$ cat src/csb_defines.svh
// register indexes, field positions, reset values and timing counts of the clocked serial block
`ifndef CSB_DEFINES_SVH
`define CSB_DEFINES_SVH
`define CSB_IDX_CTRL1 32'hFFFFF240
`define CSB_IDX_DATA 32'hFFFFF241
`define CSB_IDX_MODE 32'hFFFFF243
`define CSB_IDX_BAUD0 32'hFFFFF244
`define CSB_IDX_BAUD1 32'hFFFFF245
`define CSB_IDX_IRQ_STAT 32'hFFFFF248
`define CSB_IDX_IRQ_MASK 32'hFFFFF249
`define CSB_CTRL1_START 7
`define CSB_CTRL1_ABORT 6
`define CSB_CTRL1_TMODE_LSB 4
`define CSB_CTRL1_RATE_LSB 0
`define CSB_MODE_OP_LSB 2
`define CSB_STAT_ACTIVE 3
`define CSB_STAT_SHIFT 2
`define CSB_BAUD0_IDLE 6
`define CSB_BAUD1_GATE 7
`define CSB_IRQ_TX_EMPTY 0
`define CSB_IRQ_RX_FULL 1
`define CSB_CTRL1_RST 8'h01
`define CSB_RATE_EXT 3'h7
`define CSB_TICK_DIV 4
`define CSB_EXP_BASE 3
`define CSB_BITS 4'h8
`endif

$ cat src/csb_pkg.sv
// types shared by the clocked serial block
package csb_pkg;
   typedef enum logic [1:0] {
      CSB_OP_PORT = 2'b00,
      CSB_OP_SIO = 2'b01,
      CSB_OP_BUS2W = 2'b10,
      CSB_OP_RSVD = 2'b11
   } csb_op_t;
   typedef enum logic [1:0] {
      CSB_TM_TX = 2'b00,
      CSB_TM_RSVD = 2'b01,
      CSB_TM_TXRX = 2'b10,
      CSB_TM_RX = 2'b11
   } csb_tmode_t;
   typedef enum logic [1:0] {
      CSB_ST_IDLE = 2'b00,
      CSB_ST_WAIT = 2'b01,
      CSB_ST_SHIFT = 2'b10
   } csb_state_t;
endpackage

$ cat src/csb_clkdiv.sv
// serial clock source: internal divider of the prescaled tick or external clock edges
`timescale 1ns/1ps
`default_nettype none
`include "csb_defines.svh"
module csb_clkdiv #(
   parameter int CNT_W = 12
) (
   input wire logic sys_clk_i,
   input wire logic rst_i,
   input wire logic run_i,
   input wire logic ext_i,
   input wire logic sck_ext_i,
   input wire logic [2:0] exp_i,
   output logic sck_o,
   output logic fall_o,
   output logic rise_o
);
   // one serial period is TICK_DIV * 2^(n) clocks, so a half period is 2^(n+1) clocks
   logic [CNT_W-1:0] cnt_q;
   logic [CNT_W-1:0] cnt_d;
   logic sck_q;
   logic sck_d;
   logic ext_prev_q;
   logic [3:0] n_exp;
   logic [CNT_W-1:0] half_last;
   logic int_toggle;

   assign n_exp = 4'(exp_i) + 4'(`CSB_EXP_BASE);
   assign half_last = CNT_W'((`CSB_TICK_DIV / 2) << n_exp) - CNT_W'(1);
   assign int_toggle = run_i && !ext_i && (cnt_q == half_last);
   assign cnt_d = (!run_i || int_toggle) ? '0 : cnt_q + CNT_W'(1);
   // clock idles high so the first edge of a transfer is a falling one
   assign sck_d = !run_i ? 1'b1 : (int_toggle ? !sck_q : sck_q);

   always_ff @(posedge sys_clk_i) begin
      if (rst_i) begin
         cnt_q <= '0;
         sck_q <= 1'b1;
         ext_prev_q <= 1'b1;
      end else begin
         cnt_q <= cnt_d;
         sck_q <= sck_d;
         ext_prev_q <= sck_ext_i;
      end
   end

   assign sck_o = sck_q;
   assign fall_o = ext_i ? (run_i && ext_prev_q && !sck_ext_i) : (int_toggle && sck_q);
   assign rise_o = ext_i ? (run_i && !ext_prev_q && sck_ext_i) : (int_toggle && !sck_q);
endmodule
`default_nettype wire

$ cat src/csb_regs.sv
// clocked 8-bit serial interface: AXI4-Lite registers, shift engine and interrupt
// Summary of operation
// op field selects port, serial, two-wire mode
// start bit one begins, zero stops transfers
// abort bit one aborts current transfer
// transfer mode selects transmit, both, receive
// rate code picks exponent or external clock
// serial clock equals tick over two-power-n
// software stops and aborts before changing modes
// data buffer reads receive, writes transmit
// clock gate bit switches internal clock
// software writes zero to baud bit zero
// transfer active until last bit shifted
// transmit shifts out least significant first
// buffer load to shifter raises empty interrupt
// abort stops at once, clears active flag
// engine runs only in serial mode
// shift flag high while bits shift
`timescale 1ns/1ps
`default_nettype none
`include "csb_defines.svh"
module csb_regs #(
   parameter int ADDR_W = 14
) (
   input wire logic sys_clk_i,
   input wire logic rst_i,
   input wire logic [ADDR_W-1:0] s_axi_awaddr,
   input wire logic s_axi_awvalid,
   output logic s_axi_awready,
   input wire logic [31:0] s_axi_wdata,
   input wire logic [3:0] s_axi_wstrb,
   input wire logic s_axi_wvalid,
   output logic s_axi_wready,
   output logic [1:0] s_axi_bresp,
   output logic s_axi_bvalid,
   input wire logic s_axi_bready,
   input wire logic [ADDR_W-1:0] s_axi_araddr,
   input wire logic s_axi_arvalid,
   output logic s_axi_arready,
   output logic [31:0] s_axi_rdata,
   output logic [1:0] s_axi_rresp,
   output logic s_axi_rvalid,
   input wire logic s_axi_rready,
   input wire logic sck_ext_i,
   input wire logic si_i,
   output logic sck_o,
   output logic sck_oe_n_o,
   output logic so_o,
   output logic idle_run_enable_o,
   output logic irq_o
);
   localparam logic [1:0] RESP_OKAY = 2'b00;
   localparam logic [1:0] RESP_SLVERR = 2'b10;
   localparam int IW = ADDR_W - 2;

   function automatic logic idx_hit(input logic [ADDR_W-1:0] addr, input logic [31:0] idx);
      idx_hit = (addr[ADDR_W-1:2] == idx[IW-1:0]);
   endfunction

   // ---------------- bus slave: write path ----------------
   logic aw_held_q;
   logic w_held_q;
   logic [ADDR_W-1:0] awaddr_q;
   logic [7:0] wbyte_q;
   logic wlane_q;
   logic bvalid_q;
   logic [1:0] bresp_q;
   logic wr_fire;
   logic wr_lane;

   assign s_axi_awready = !aw_held_q && !bvalid_q;
   assign s_axi_wready = !w_held_q && !bvalid_q;
   assign wr_fire = aw_held_q && w_held_q && !bvalid_q;
   assign wr_lane = wr_fire && wlane_q;

   logic wr_ctrl1;
   logic wr_data;
   logic wr_mode;
   logic wr_baud0;
   logic wr_baud1;
   logic wr_istat;
   logic wr_imask;
   logic wr_mapped;
   assign wr_ctrl1 = wr_lane && idx_hit(awaddr_q, `CSB_IDX_CTRL1);
   assign wr_data = wr_lane && idx_hit(awaddr_q, `CSB_IDX_DATA);
   assign wr_mode = wr_lane && idx_hit(awaddr_q, `CSB_IDX_MODE);
   assign wr_baud0 = wr_lane && idx_hit(awaddr_q, `CSB_IDX_BAUD0);
   assign wr_baud1 = wr_lane && idx_hit(awaddr_q, `CSB_IDX_BAUD1);
   assign wr_istat = wr_lane && idx_hit(awaddr_q, `CSB_IDX_IRQ_STAT);
   assign wr_imask = wr_lane && idx_hit(awaddr_q, `CSB_IDX_IRQ_MASK);
   assign wr_mapped = idx_hit(awaddr_q, `CSB_IDX_CTRL1) || idx_hit(awaddr_q, `CSB_IDX_DATA)
      || idx_hit(awaddr_q, `CSB_IDX_MODE) || idx_hit(awaddr_q, `CSB_IDX_BAUD0)
      || idx_hit(awaddr_q, `CSB_IDX_BAUD1) || idx_hit(awaddr_q, `CSB_IDX_IRQ_STAT)
      || idx_hit(awaddr_q, `CSB_IDX_IRQ_MASK);

   always_ff @(posedge sys_clk_i) begin
      if (rst_i) begin
         aw_held_q <= 1'b0;
         w_held_q <= 1'b0;
         bvalid_q <= 1'b0;
         bresp_q <= RESP_OKAY;
      end else begin
         if (s_axi_awvalid && s_axi_awready) begin
            aw_held_q <= 1'b1;
         end else if (wr_fire) begin
            aw_held_q <= 1'b0;
         end
         if (s_axi_wvalid && s_axi_wready) begin
            w_held_q <= 1'b1;
         end else if (wr_fire) begin
            w_held_q <= 1'b0;
         end
         if (wr_fire) begin
            bvalid_q <= 1'b1;
            bresp_q <= wr_mapped ? RESP_OKAY : RESP_SLVERR;
         end else if (s_axi_bready) begin
            bvalid_q <= 1'b0;
         end
      end
   end

   always_ff @(posedge sys_clk_i) begin
      if (s_axi_awvalid && s_axi_awready) begin
         awaddr_q <= s_axi_awaddr;
      end
      if (s_axi_wvalid && s_axi_wready) begin
         wbyte_q <= s_axi_wdata[7:0];
         wlane_q <= s_axi_wstrb[0];
      end
   end

   assign s_axi_bvalid = bvalid_q;
   assign s_axi_bresp = bresp_q;

   // ---------------- control registers ----------------
   logic start_q;
   logic abort_q;
   logic [1:0] tmode_q;
   logic [2:0] rate_q;
   logic [1:0] op_q;
   logic idle_q;
   logic gate_q;
   logic [1:0] imask_q;

   always_ff @(posedge sys_clk_i) begin
      if (rst_i) begin
         start_q <= 1'(`CSB_CTRL1_RST >> `CSB_CTRL1_START);
         abort_q <= 1'b0;
         tmode_q <= 2'h0;
         rate_q <= 3'(`CSB_CTRL1_RST);
         op_q <= csb_pkg::CSB_OP_PORT;
         idle_q <= 1'b0;
         gate_q <= 1'b0;
         imask_q <= 2'h0;
      end else begin
         if (wr_ctrl1) begin
            start_q <= wbyte_q[`CSB_CTRL1_START];
            abort_q <= wbyte_q[`CSB_CTRL1_ABORT];
            tmode_q <= wbyte_q[`CSB_CTRL1_TMODE_LSB +: 2];
            rate_q <= wbyte_q[`CSB_CTRL1_RATE_LSB +: 3];
         end
         if (wr_mode) begin
            op_q <= wbyte_q[`CSB_MODE_OP_LSB +: 2];
         end
         if (wr_baud0) begin
            // bit 0 is write-only and carries no function
            idle_q <= wbyte_q[`CSB_BAUD0_IDLE];
         end
         if (wr_baud1) begin
            gate_q <= wbyte_q[`CSB_BAUD1_GATE];
         end
         if (wr_imask) begin
            imask_q <= wbyte_q[1:0];
         end
      end
   end

   // ---------------- serial engine ----------------
   csb_pkg::csb_state_t st_q;
   csb_pkg::csb_state_t st_d;
   logic [7:0] tx_buf_q;
   logic tx_full_q;
   logic [7:0] rx_buf_q;
   logic rx_full_q;
   logic [7:0] sh_q;
   logic [3:0] bit_cnt_q;
   logic so_q;
   logic [1:0] istat_q;

   logic sio_en;
   logic ext_clk;
   logic tm_tx;
   logic tm_rx;
   logic tm_ok;
   logic need_ok;
   logic go;
   logic div_run;
   logic sck_int;
   logic sck_fall;
   logic sck_rise;
   logic last_bit;
   logic rd_data;
   logic ev_tx_empty;
   logic ev_rx_full;

   assign sio_en = (op_q == csb_pkg::CSB_OP_SIO);
   assign ext_clk = (rate_q == `CSB_RATE_EXT);
   assign tm_tx = (tmode_q == csb_pkg::CSB_TM_TX) || (tmode_q == csb_pkg::CSB_TM_TXRX);
   assign tm_rx = (tmode_q == csb_pkg::CSB_TM_RX) || (tmode_q == csb_pkg::CSB_TM_TXRX);
   // the reserved transfer mode keeps an idle engine from leaving idle
   assign tm_ok = (tmode_q != csb_pkg::CSB_TM_RSVD);
   // transmit needs a loaded buffer, receive needs the last byte collected
   assign need_ok = (!tm_tx || tx_full_q) && (!tm_rx || !rx_full_q);
   assign go = (st_q == csb_pkg::CSB_ST_WAIT) && start_q && need_ok;
   // internal clock stops while waiting, so a slow handler inserts a wait instead of losing bits
   assign div_run = (st_q == csb_pkg::CSB_ST_SHIFT) && (ext_clk || gate_q);
   assign last_bit = sck_rise && (bit_cnt_q == `CSB_BITS - 4'h1);
   assign ev_tx_empty = go && tm_tx;
   assign ev_rx_full = last_bit && tm_rx && (st_q == csb_pkg::CSB_ST_SHIFT);

   csb_clkdiv #(
      .CNT_W(12)
   ) u_clkdiv (
      .sys_clk_i(sys_clk_i),
      .rst_i(rst_i),
      .run_i(div_run),
      .ext_i(ext_clk),
      .sck_ext_i(sck_ext_i),
      .exp_i(rate_q),
      .sck_o(sck_int),
      .fall_o(sck_fall),
      .rise_o(sck_rise)
   );

   always_comb begin
      st_d = st_q;
      case (st_q)
         csb_pkg::CSB_ST_IDLE: begin
            if (start_q && sio_en && tm_ok) begin
               st_d = csb_pkg::CSB_ST_WAIT;
            end
         end
         csb_pkg::CSB_ST_WAIT: begin
            if (!start_q) begin
               st_d = csb_pkg::CSB_ST_IDLE;
            end else if (go) begin
               st_d = csb_pkg::CSB_ST_SHIFT;
            end
         end
         csb_pkg::CSB_ST_SHIFT: begin
            // a cleared start bit still lets the current byte finish
            if (last_bit) begin
               st_d = start_q ? csb_pkg::CSB_ST_WAIT : csb_pkg::CSB_ST_IDLE;
            end
         end
         default: begin
            st_d = csb_pkg::CSB_ST_IDLE;
         end
      endcase
      if (abort_q || !sio_en) begin
         st_d = csb_pkg::CSB_ST_IDLE;
      end
   end

   always_ff @(posedge sys_clk_i) begin
      if (rst_i) begin
         st_q <= csb_pkg::CSB_ST_IDLE;
         bit_cnt_q <= 4'h0;
         so_q <= 1'b1;
      end else begin
         st_q <= st_d;
         if (go) begin
            bit_cnt_q <= 4'h0;
         end else if (sck_rise && st_q == csb_pkg::CSB_ST_SHIFT) begin
            bit_cnt_q <= bit_cnt_q + 4'h1;
         end
         // between start and the first falling edge the pin keeps the last bit sent
         if (sck_fall && st_q == csb_pkg::CSB_ST_SHIFT && tm_tx) begin
            so_q <= sh_q[0];
         end
      end
   end

   // shifter: out on the falling edge, in on the rising edge, LSB first
   always_ff @(posedge sys_clk_i) begin
      if (go) begin
         sh_q <= tx_buf_q;
      end else if (sck_rise && st_q == csb_pkg::CSB_ST_SHIFT) begin
         sh_q <= {si_i, sh_q[7:1]};
      end
   end

   // data buffers hold no reset value
   always_ff @(posedge sys_clk_i) begin
      if (wr_data) begin
         tx_buf_q <= wbyte_q;
      end
      if (ev_rx_full) begin
         rx_buf_q <= {si_i, sh_q[7:1]};
      end
   end

   assign rd_data = s_axi_arvalid && s_axi_arready && idx_hit(s_axi_araddr, `CSB_IDX_DATA);

   always_ff @(posedge sys_clk_i) begin
      if (rst_i) begin
         tx_full_q <= 1'b0;
         rx_full_q <= 1'b0;
         istat_q <= 2'h0;
      end else begin
         if (wr_data) begin
            tx_full_q <= 1'b1;
         end else if (ev_tx_empty) begin
            tx_full_q <= 1'b0;
         end
         if (ev_rx_full) begin
            rx_full_q <= 1'b1;
         end else if (rd_data) begin
            rx_full_q <= 1'b0;
         end
         // a new event wins over a clear in the same cycle
         istat_q[`CSB_IRQ_TX_EMPTY] <= ev_tx_empty
            || (istat_q[`CSB_IRQ_TX_EMPTY] && !(wr_istat && wbyte_q[`CSB_IRQ_TX_EMPTY]));
         istat_q[`CSB_IRQ_RX_FULL] <= ev_rx_full
            || (istat_q[`CSB_IRQ_RX_FULL] && !(wr_istat && wbyte_q[`CSB_IRQ_RX_FULL]));
      end
   end

   logic active_flag;
   logic shift_flag;
   assign active_flag = (st_q != csb_pkg::CSB_ST_IDLE);
   assign shift_flag = (st_q == csb_pkg::CSB_ST_SHIFT);

   // ---------------- bus slave: read path ----------------
   logic rvalid_q;
   logic [7:0] rbyte_q;
   logic [1:0] rresp_q;
   logic [7:0] rd_mux;
   logic rd_mapped;

   assign s_axi_arready = !rvalid_q;
   assign rd_mapped = idx_hit(s_axi_araddr, `CSB_IDX_CTRL1) || idx_hit(s_axi_araddr, `CSB_IDX_DATA)
      || idx_hit(s_axi_araddr, `CSB_IDX_MODE) || idx_hit(s_axi_araddr, `CSB_IDX_BAUD0)
      || idx_hit(s_axi_araddr, `CSB_IDX_BAUD1) || idx_hit(s_axi_araddr, `CSB_IDX_IRQ_STAT)
      || idx_hit(s_axi_araddr, `CSB_IDX_IRQ_MASK);
   // the mode index reads back the status byte; start and abort read back as written
   assign rd_mux =
      idx_hit(s_axi_araddr, `CSB_IDX_CTRL1) ? {start_q, abort_q, tmode_q, 1'b0, rate_q} :
      idx_hit(s_axi_araddr, `CSB_IDX_DATA) ? rx_buf_q :
      idx_hit(s_axi_araddr, `CSB_IDX_MODE) ? {4'h0, active_flag, shift_flag, 2'h0} :
      idx_hit(s_axi_araddr, `CSB_IDX_BAUD0) ? {1'b0, idle_q, 6'h00} :
      idx_hit(s_axi_araddr, `CSB_IDX_BAUD1) ? {gate_q, 7'h00} :
      idx_hit(s_axi_araddr, `CSB_IDX_IRQ_STAT) ? {6'h00, istat_q} :
      idx_hit(s_axi_araddr, `CSB_IDX_IRQ_MASK) ? {6'h00, imask_q} : 8'h00;

   always_ff @(posedge sys_clk_i) begin
      if (rst_i) begin
         rvalid_q <= 1'b0;
         rbyte_q <= 8'h00;
         rresp_q <= RESP_OKAY;
      end else if (s_axi_arvalid && s_axi_arready) begin
         rvalid_q <= 1'b1;
         rbyte_q <= rd_mux;
         rresp_q <= rd_mapped ? RESP_OKAY : RESP_SLVERR;
      end else if (s_axi_rready) begin
         rvalid_q <= 1'b0;
      end
   end

   assign s_axi_rvalid = rvalid_q;
   assign s_axi_rdata = {24'h000000, rbyte_q};
   assign s_axi_rresp = rresp_q;

   // ---------------- pins and interrupt ----------------
   // the clock pin is driven only with the internal clock in serial mode
   assign sck_o = sck_int;
   assign sck_oe_n_o = !(sio_en && !ext_clk);
   assign so_o = so_q;
   assign idle_run_enable_o = idle_q;
   assign irq_o = |(istat_q & imask_q);
endmodule
`default_nettype wire

$ cat config.mk
export PLATFORM = sky130hd
export DESIGN_NAME = csb_regs
export DESIGN_NICKNAME = d
export VERILOG_FILES = /design/src/csb_pkg.sv /design/src/csb_clkdiv.sv /design/src/csb_regs.sv
export VERILOG_INCLUDE_DIRS = /design/src
export SDC_FILE = /design/constraint.sdc
export NUM_CORES = 1
export LEC_CHECK = 0
export BUFFER_PORTS_ARGS = -buffer_cell sky130_fd_sc_hd__buf_4
export CAP_MARGIN = 20
export CORE_ASPECT_RATIO = 0.9
export CORE_MARGIN = 4
export CORE_UTILIZATION = 49
export CTS_BUF_LIST = sky130_fd_sc_hd__clkbuf_8
export DETAILED_ROUTE_END_ITERATION = 10
export GPL_ROUTABILITY_DRIVEN = 0
export PLACE_DENSITY = 0.78
export SYNTH_ARGS = -nofsm -noshare
export SYNTH_HDL_FRONTEND = slang
export SYNTH_SLANG_ARGS = --single-unit
$ cat constraint.sdc
create_clock -name sys_clk_i -period 2 [get_ports sys_clk_i]
set_input_delay 0 -clock sys_clk_i [delete_from_list [all_inputs] [get_ports sys_clk_i]]
set_output_delay 0 -clock sys_clk_i [all_outputs]
set_load 0.01 [all_outputs]
# Word-level counts from Yosys, hierarchy flattened
# Cells that the tools add are included.
dict set report totals {
  elab_cells 188
  out_inout_bits 46
  ramBits 0
  input_bits 73
  latch_bits 0
  mem_bits_ro 0
  regBits 101
  n_memories 0
}
dict set report classes {
  shifts 1
  div_mod_pow 0
  add_sub_neg 4
  order_cmp 0
  eq_ne 26
  reduce_logical 95
  n_bitwise 2
  multipliers 0
  muxes 30
}
# cell n
set ops {}
lappend ops {{equality test 12 x 10 -> 1 bit (second input constant)} 14}
lappend ops {{two-way mux 8 bit} 7}
lappend ops {{logical AND 1 bit} 42}
lappend ops {{logical OR 1 bit} 21}
lappend ops {{logical NOT 1 bit} 16}
lappend ops {{two-way mux 2 bit} 8}
lappend ops {{nonzero test 2 bit} 8}
lappend ops {{two-way mux 1 bit} 14}
lappend ops {{adder 12 x 1 -> 12 bit (second input constant)} 1}
lappend ops {{equality test 12 bit} 1}
lappend ops {{left shift 2 x 4 -> 12 bit (first input constant)} 1}
lappend ops {{subtractor 12 x 2 -> 12 bit (second input constant)} 1}
lappend ops {{OR reduction 2 bit} 5}
lappend ops {{equality test 2 bit (second input constant)} 3}
lappend ops {{one-hot mux 2 bit (3 select lines)} 1}
lappend ops {{adder 3 x 2 -> 4 bit (second input constant)} 1}
lappend ops {{adder 4 x 1 -> 4 bit (second input constant)} 1}
lappend ops {{equality test 2 x 1 -> 1 bit (second input constant)} 2}
lappend ops {{equality test 4 x 3 -> 1 bit (second input constant)} 1}
lappend ops {{logical NOT 2 bit} 2}
lappend ops {{!= test 2 bit (second input constant)} 2}
lappend ops {{equality test 3 bit (second input constant)} 1}
lappend ops {{!= test 3 bit (second input constant)} 1}
lappend ops {{AND reduction 3 bit} 1}
lappend ops {{other kinds (3)} 3}

# Logic depth before layout (Yosys ltp)
dict set report depth {
  depth_word 11
  ltp_mapped 8
  ltp_nobuf 7
}

# Modules after synthesis
# A second synthesis with hierarchy kept.
dict set report unflattened {
  hier_cells 411
  area_unflattened_um2 4556.9
}
# mod cells_each seq_area_each_um2 n_inst area_per_inst_um2
set by_module_without_submodules {}
lappend by_module_without_submodules {csb_regs 319 2112.0 1 3756.1}
lappend by_module_without_submodules {csb_clkdiv 92 280.3 1 800.8}

# Least setup slack after synthesis
# Ideal clock, no wire load.
dict set report synth_timing {
  kind {flip-flop to flip-flop}
  from {register rate_q[1]}
  to {register sh_q[0] (enable)}
  path_buffers 1
  period_less_slack_ns 2.073
  slack_ns -0.073
  required_time_ns 1.672
  stages_incl_launch_ff 7
  arrival_time_ns 1.745
  setup_time_ns 0.328
  path_cell_list {dfxtp_1 -> or4_1 -> o21ai_1 -> a31oi_1 -> nor4_2 -> buf_4 -> or3_1}
}
dict set report synth_between {
  elab_chain_len 9
  elab_cells_between_ends 16
  classes_between {add/sub (2); eq/ne (2); shift (1); mux (1); reduce/logical (10)}
}
# item line_no
set synth_lines {}
lappend synth_lines {{from (decl)} csb_regs.sv:139} ;# logic [2:0] rate_q;
lappend synth_lines {{from (signal assigned)} csb_regs.sv:150} ;# rate_q <= 3'(`CSB_CTRL1_RST);
lappend synth_lines {{from (signal assigned)} csb_regs.sv:160} ;# rate_q <= wbyte_q[`CSB_CTRL1_RATE_LSB +: 3];
lappend synth_lines {{adder 3 x 2 -> 4 bit or equality test 3 bit (tied branches)} -}
lappend synth_lines {{left shift 2 x 4 -> 12 bit or logical OR 1 bit (tied branches)} {csb_clkdiv.sv:29, csb_regs.sv:216}}
lappend synth_lines {{subtractor 12 x 2 -> 12 bit or logical AND 1 bit (tied branches)} {csb_clkdiv.sv:29, csb_regs.sv:216}}
lappend synth_lines {{equality test 12 bit or logical AND 1 bit (tied branches)} csb_clkdiv.sv:30} ;# assign int_toggle = run_i && !ext_i && (cnt_q == half_last);
lappend synth_lines {{logical AND 1 bit} csb_clkdiv.sv:30}
lappend synth_lines {{logical AND 1 bit} csb_clkdiv.sv:49} ;# assign rise_o = ext_i ? (run_i && !ext_prev_q && sck_ext_i) : (int_toggle && !sck_q);
lappend synth_lines {{two-way mux 1 bit (*)} csb_clkdiv.sv:49}
lappend synth_lines {{logical AND 1 bit (*)} csb_regs.sv:288} ;# end else if (sck_rise && st_q == csb_pkg::CSB_ST_SHIFT) begin
lappend synth_lines {{nonzero test 2 bit (no line) (*)} -}
lappend synth_lines {{to (signal assigned)} csb_regs.sv:287} ;# sh_q <= tx_buf_q;
lappend synth_lines {{to (signal assigned)} csb_regs.sv:289} ;# sh_q <= {si_i, sh_q[7:1]};
lappend synth_lines {{to (decl)} csb_regs.sv:185} ;# logic [7:0] sh_q;
# Every way passes the cells marked *; elsewhere a longest branch is shown, timed or not.
# A chain may end at the register's enable or synchronous reset.

# Worst setup path in the final report
dict set report layout_timing {
  from {register rate_q[0]}
  to {register rx_buf_q[3] (enable)}
}
dict set report layout_between {
  elab_chain_len 10
  elab_cells_between_ends 17
  classes_between {add/sub (2); eq/ne (2); shift (1); mux (1); reduce/logical (11)}
}
# item line_no
set layout_lines {}
lappend layout_lines {{adder 3 x 2 -> 4 bit or equality test 3 bit (tied branches)} -}
lappend layout_lines {{left shift 2 x 4 -> 12 bit or logical OR 1 bit (tied branches)} {csb_clkdiv.sv:29, csb_regs.sv:216}}
lappend layout_lines {{subtractor 12 x 2 -> 12 bit or logical AND 1 bit (tied branches)} {csb_clkdiv.sv:29, csb_regs.sv:216}}
lappend layout_lines {{equality test 12 bit or logical AND 1 bit (tied branches)} csb_clkdiv.sv:30}
lappend layout_lines {{logical AND 1 bit} csb_clkdiv.sv:30}
lappend layout_lines {{logical AND 1 bit} csb_clkdiv.sv:49}
lappend layout_lines {{two-way mux 1 bit (*)} csb_clkdiv.sv:49}
lappend layout_lines {{logical AND 1 bit (*)} csb_regs.sv:217} ;# assign last_bit = sck_rise && (bit_cnt_q == `CSB_BITS - 4'h1);
lappend layout_lines {{logical AND 1 bit (*) (2 in a row)} csb_regs.sv:219} ;# assign ev_rx_full = last_bit && tm_rx && (st_q == csb_pkg::CSB_ST_SHIFT);
lappend layout_lines {{named net ev_rx_full} csb_regs.sv:204} ;# logic ev_rx_full;
lappend layout_lines {{to (signal assigned)} csb_regs.sv:299} ;# rx_buf_q <= {si_i, sh_q[7:1]};
lappend layout_lines {{to (decl)} csb_regs.sv:183} ;# logic [7:0] rx_buf_q;
# The timed path passes the listed nets; every way through them passes the cells marked *.

==> run metrics <==
status=finished with violations; failing checks=negative setup slack; starting density of the core=50.9%; post-route setup slack=-110 ps; P&R area growth vs syn=31.9%; Worst Setup Start Kind=flop; die width=108 µm; Cells after Synth=408; Critical Path End Type=flop; total wire length=9930 µm; fin. max-slew vios=0; Reg clk slew, reported paths=approximately 90 ps; first-pass GRT wire length=15,800 µm; Synth Register Bits=97; post-synthesis sequential area ratio=between 50% and 60%; Fin Clk Skew=6.11 ps; CP delay by family, top=simple AND/OR/NAND/NOR gates; port buffer count=61; Core Region=8650 µm²; MaxCap Viol Count=0; H-tree levels=3; hpwl dp=6670 µm; Worst-Margin Slew=550 ps; CP Depth=6; Slew HR=63.3%; vias in the first global route=between 3k and 4k; Synth Flop Type=dfxtp_1; M1 wire length=~4200 µm; worst min path class=in2reg; Post-Syn Area=4400 µm²; io pins=119; DR vias=3,396; Setup violations, final=27; DR vias/cell=5.17; clock tree root buffer cell=clkbuf_8; clk buf depth=2; Critical-path top delay cell=or4_4; highest routed metal layer=met4; die area=10,600 µm²; Syn. warnings=0; Final Cycle Share=105%; clk sink count=97; FMAX=474 MHz; hold_ws=70.2 ps; Power Dens Cells=632 nW/µm²; Skew-Pair Late Insertion Delay=350 ps; biggest cell delay along the critical path=between 500 and 600 ps; number of synthesized flops with an enable pin=45; CP Data Required Time=2060 ps; Hold Fails Final Rpt=0; die height=97.9 µm; Post-DRT Antenna Nets=0; Nets=609; GR Util All Layers=a little under a fifth; Min-Delay Path Depth=2; overall power=between 3 and 4 mW; initial antenna violation count=0; minimum clock period=2110 ps; layout cells sized above 1=29.9%; Max IR drop VDD=just under 500 µV; RSZ-0062 raised after global routing=true; crit-path cells=or4_4, o21ai_4, a31oi_4, nor4_4, o2111ai_2, inv_2; largest net degree at the start of global routing=40; reg2reg path depth=6; Residual DRC=0; ant diodes=0; critical-path maximum fanout=8; ys async rst share=0%; fillers=about 660; CTS buffer count=9; CTS tree=done; total iterations of the first detailed-routing run=4; Setup Crit Path Kind=reg2reg; global route overflow=0; Worst Path Buf+Inv=1; metal3 WL=between 800 and 900 µm; drt wl/cell=15.1 µm; initial drt markers=152; P_leak=2.30 nW; met2 WL=4780 µm; Synth cell types=61; Worst EP arrival=2170 ps; Placement Rows=32; average footprint of a synthesized cell=10.8 µm²
## logic make-up (layout without fill, tap and decap cells)
| family | after synthesis | count (layout) | share of synthesized area (%) |
|---|---|---|---|
| xor gates and xnor gates | 10 | 10 | 1.99 |
| AOI/OAI and AO/OA | 64 | 64 | 9.95 |
| adders and majority gates | 3 | 3 | 0.853 |
| other | 1 | 26 | 0.0852 |
| buffers and inverters | 52 | 157 | 7.13 |
| and+or+nand+nor | 155 | 155 | 19.4 |
| DFF | 97 | 97 | 54.3 |
| muxes | 26 | 26 | 6.22 |
## final cells by class
class                      instances  area (µm²)  area share, %
inverter                          11        41.3          0.711
multi-input combinational        284        1910           32.9
sequential                        97        2400           41.3
timing repair buffer             130        1120           19.2
tap                              119         149           2.56
clock buffer                       9         124           2.13
clock inverter                     7        71.3           1.23
## cell usage after synthesis, types with 11 or more instances
cell | count | share of area, %
dfxtp_1 | 52 | 24
nor2_1 | 50 | 4.3
edfxtp_1 | 45 | 31
buf_4 | 31 | 5.3
nand2_1 | 23 | 2.0
a21oi_1 | 15 | 1.7
mux2i_1 | 15 | 3.4
nand3_1 | 14 | 1.6
o21ai_0 | 13 | 1.5
inv_1 | 11 | 0.94
mux2_2 | 11 | 2.8
nor2b_1 | 11 | 1.6
nor3_1 | 11 | 1.3
## where the power goes
part	switching [mW]	leakage [nW]	internal, mW
registers	0.0366	0.838	2.12
logic	0.128	1.36	0.136
clock network	0.672	0.102	0.580
total	0.836	2.30	2.84
## stage by stage
| stage | std cells | util, % | instance area (µm²) | TNS [ps] | setup WS (ps) |
|---|---|---|---|---|---|
| finish | 657 | 67.1 | 5810 | -2250 | -110 |
| global route | 657 | 67.1 | 5810 | -5930 | -227 |
| CTS | 651 | 65.2 | 5640 | -1680 | -82.5 |
| detailed placement | 601 | 58.7 | 5080 | -1090 | -68.9 |
| global placement | 601 | 58.7 | 5080 | -656 | -62.1 |
| floorplan | 433 | - | 4500 | 0 | 21.6 |
## sequential cells by signal (all words and copies together) (netlist names), 2 cells and up
name,cells
awaddr_q,12
u_clkdiv.cnt_q,12
rbyte_q,8
rx_buf_q,8
sh_q,8
tx_buf_q,8
wbyte_q,8
bit_cnt_q,4
rate_q,3
imask_q,2
istat_q,2
op_q,2
st_q,2
tmode_q,2
## placed cells by master (no fill, tap or decap), types with 6 or more instances in the layout
cell,instances
dfxtp_1,49
clkbuf_8,9
nand2_1,23
nand3_1,14
dlygate4sd3_1,25
conb_1,26
buf_6,6
mux2_2,11
nor2_1,49
nand2b_1,8
nor3_1,10
xor2_1,6
o21ai_0,10
mux2i_1,14
inv_1,11
edfxtp_1,45
nor2b_1,11
buf_4,95
a21oi_1,13
## per-layer routing
layer / track usage [%] / vias up
met5: 0 / -
met4: 6.12 / 0
met3: 4.56 / 10
met2: 28.8 / 129
met1: 25.6 / 1592
li1: - / 1665
## worst register-to-register path: cells and delay by family, from the launching register on
kind	cells	cell delay [ps]
buffers and inverters	1	180
AO/OA/AOI/OAI	3	420
AND/OR/NAND/NOR	2	870
flip-flops	1	340
## final timing paths
check	start	end	slack [ps]
worst max-delay path	rate_q[0]	rx_buf_q[3]	-110
worst min-delay path	rst_i	rbyte_q[6]	70
worst max register to register	rate_q[0]	rx_buf_q[3]	-110
worst min register to register	sh_q[3]	rx_buf_q[2]	450
## what timing repair did
action,in CTS,in global routing
setup buffers,9,6
setup endpoints to repair,23,57
hold buffers,25,0
endpoints found under the hold margin,26,0
cloned,0,1
pin swaps,9,12
resized for setup,9,24
(Power assumes the default switching activity.)
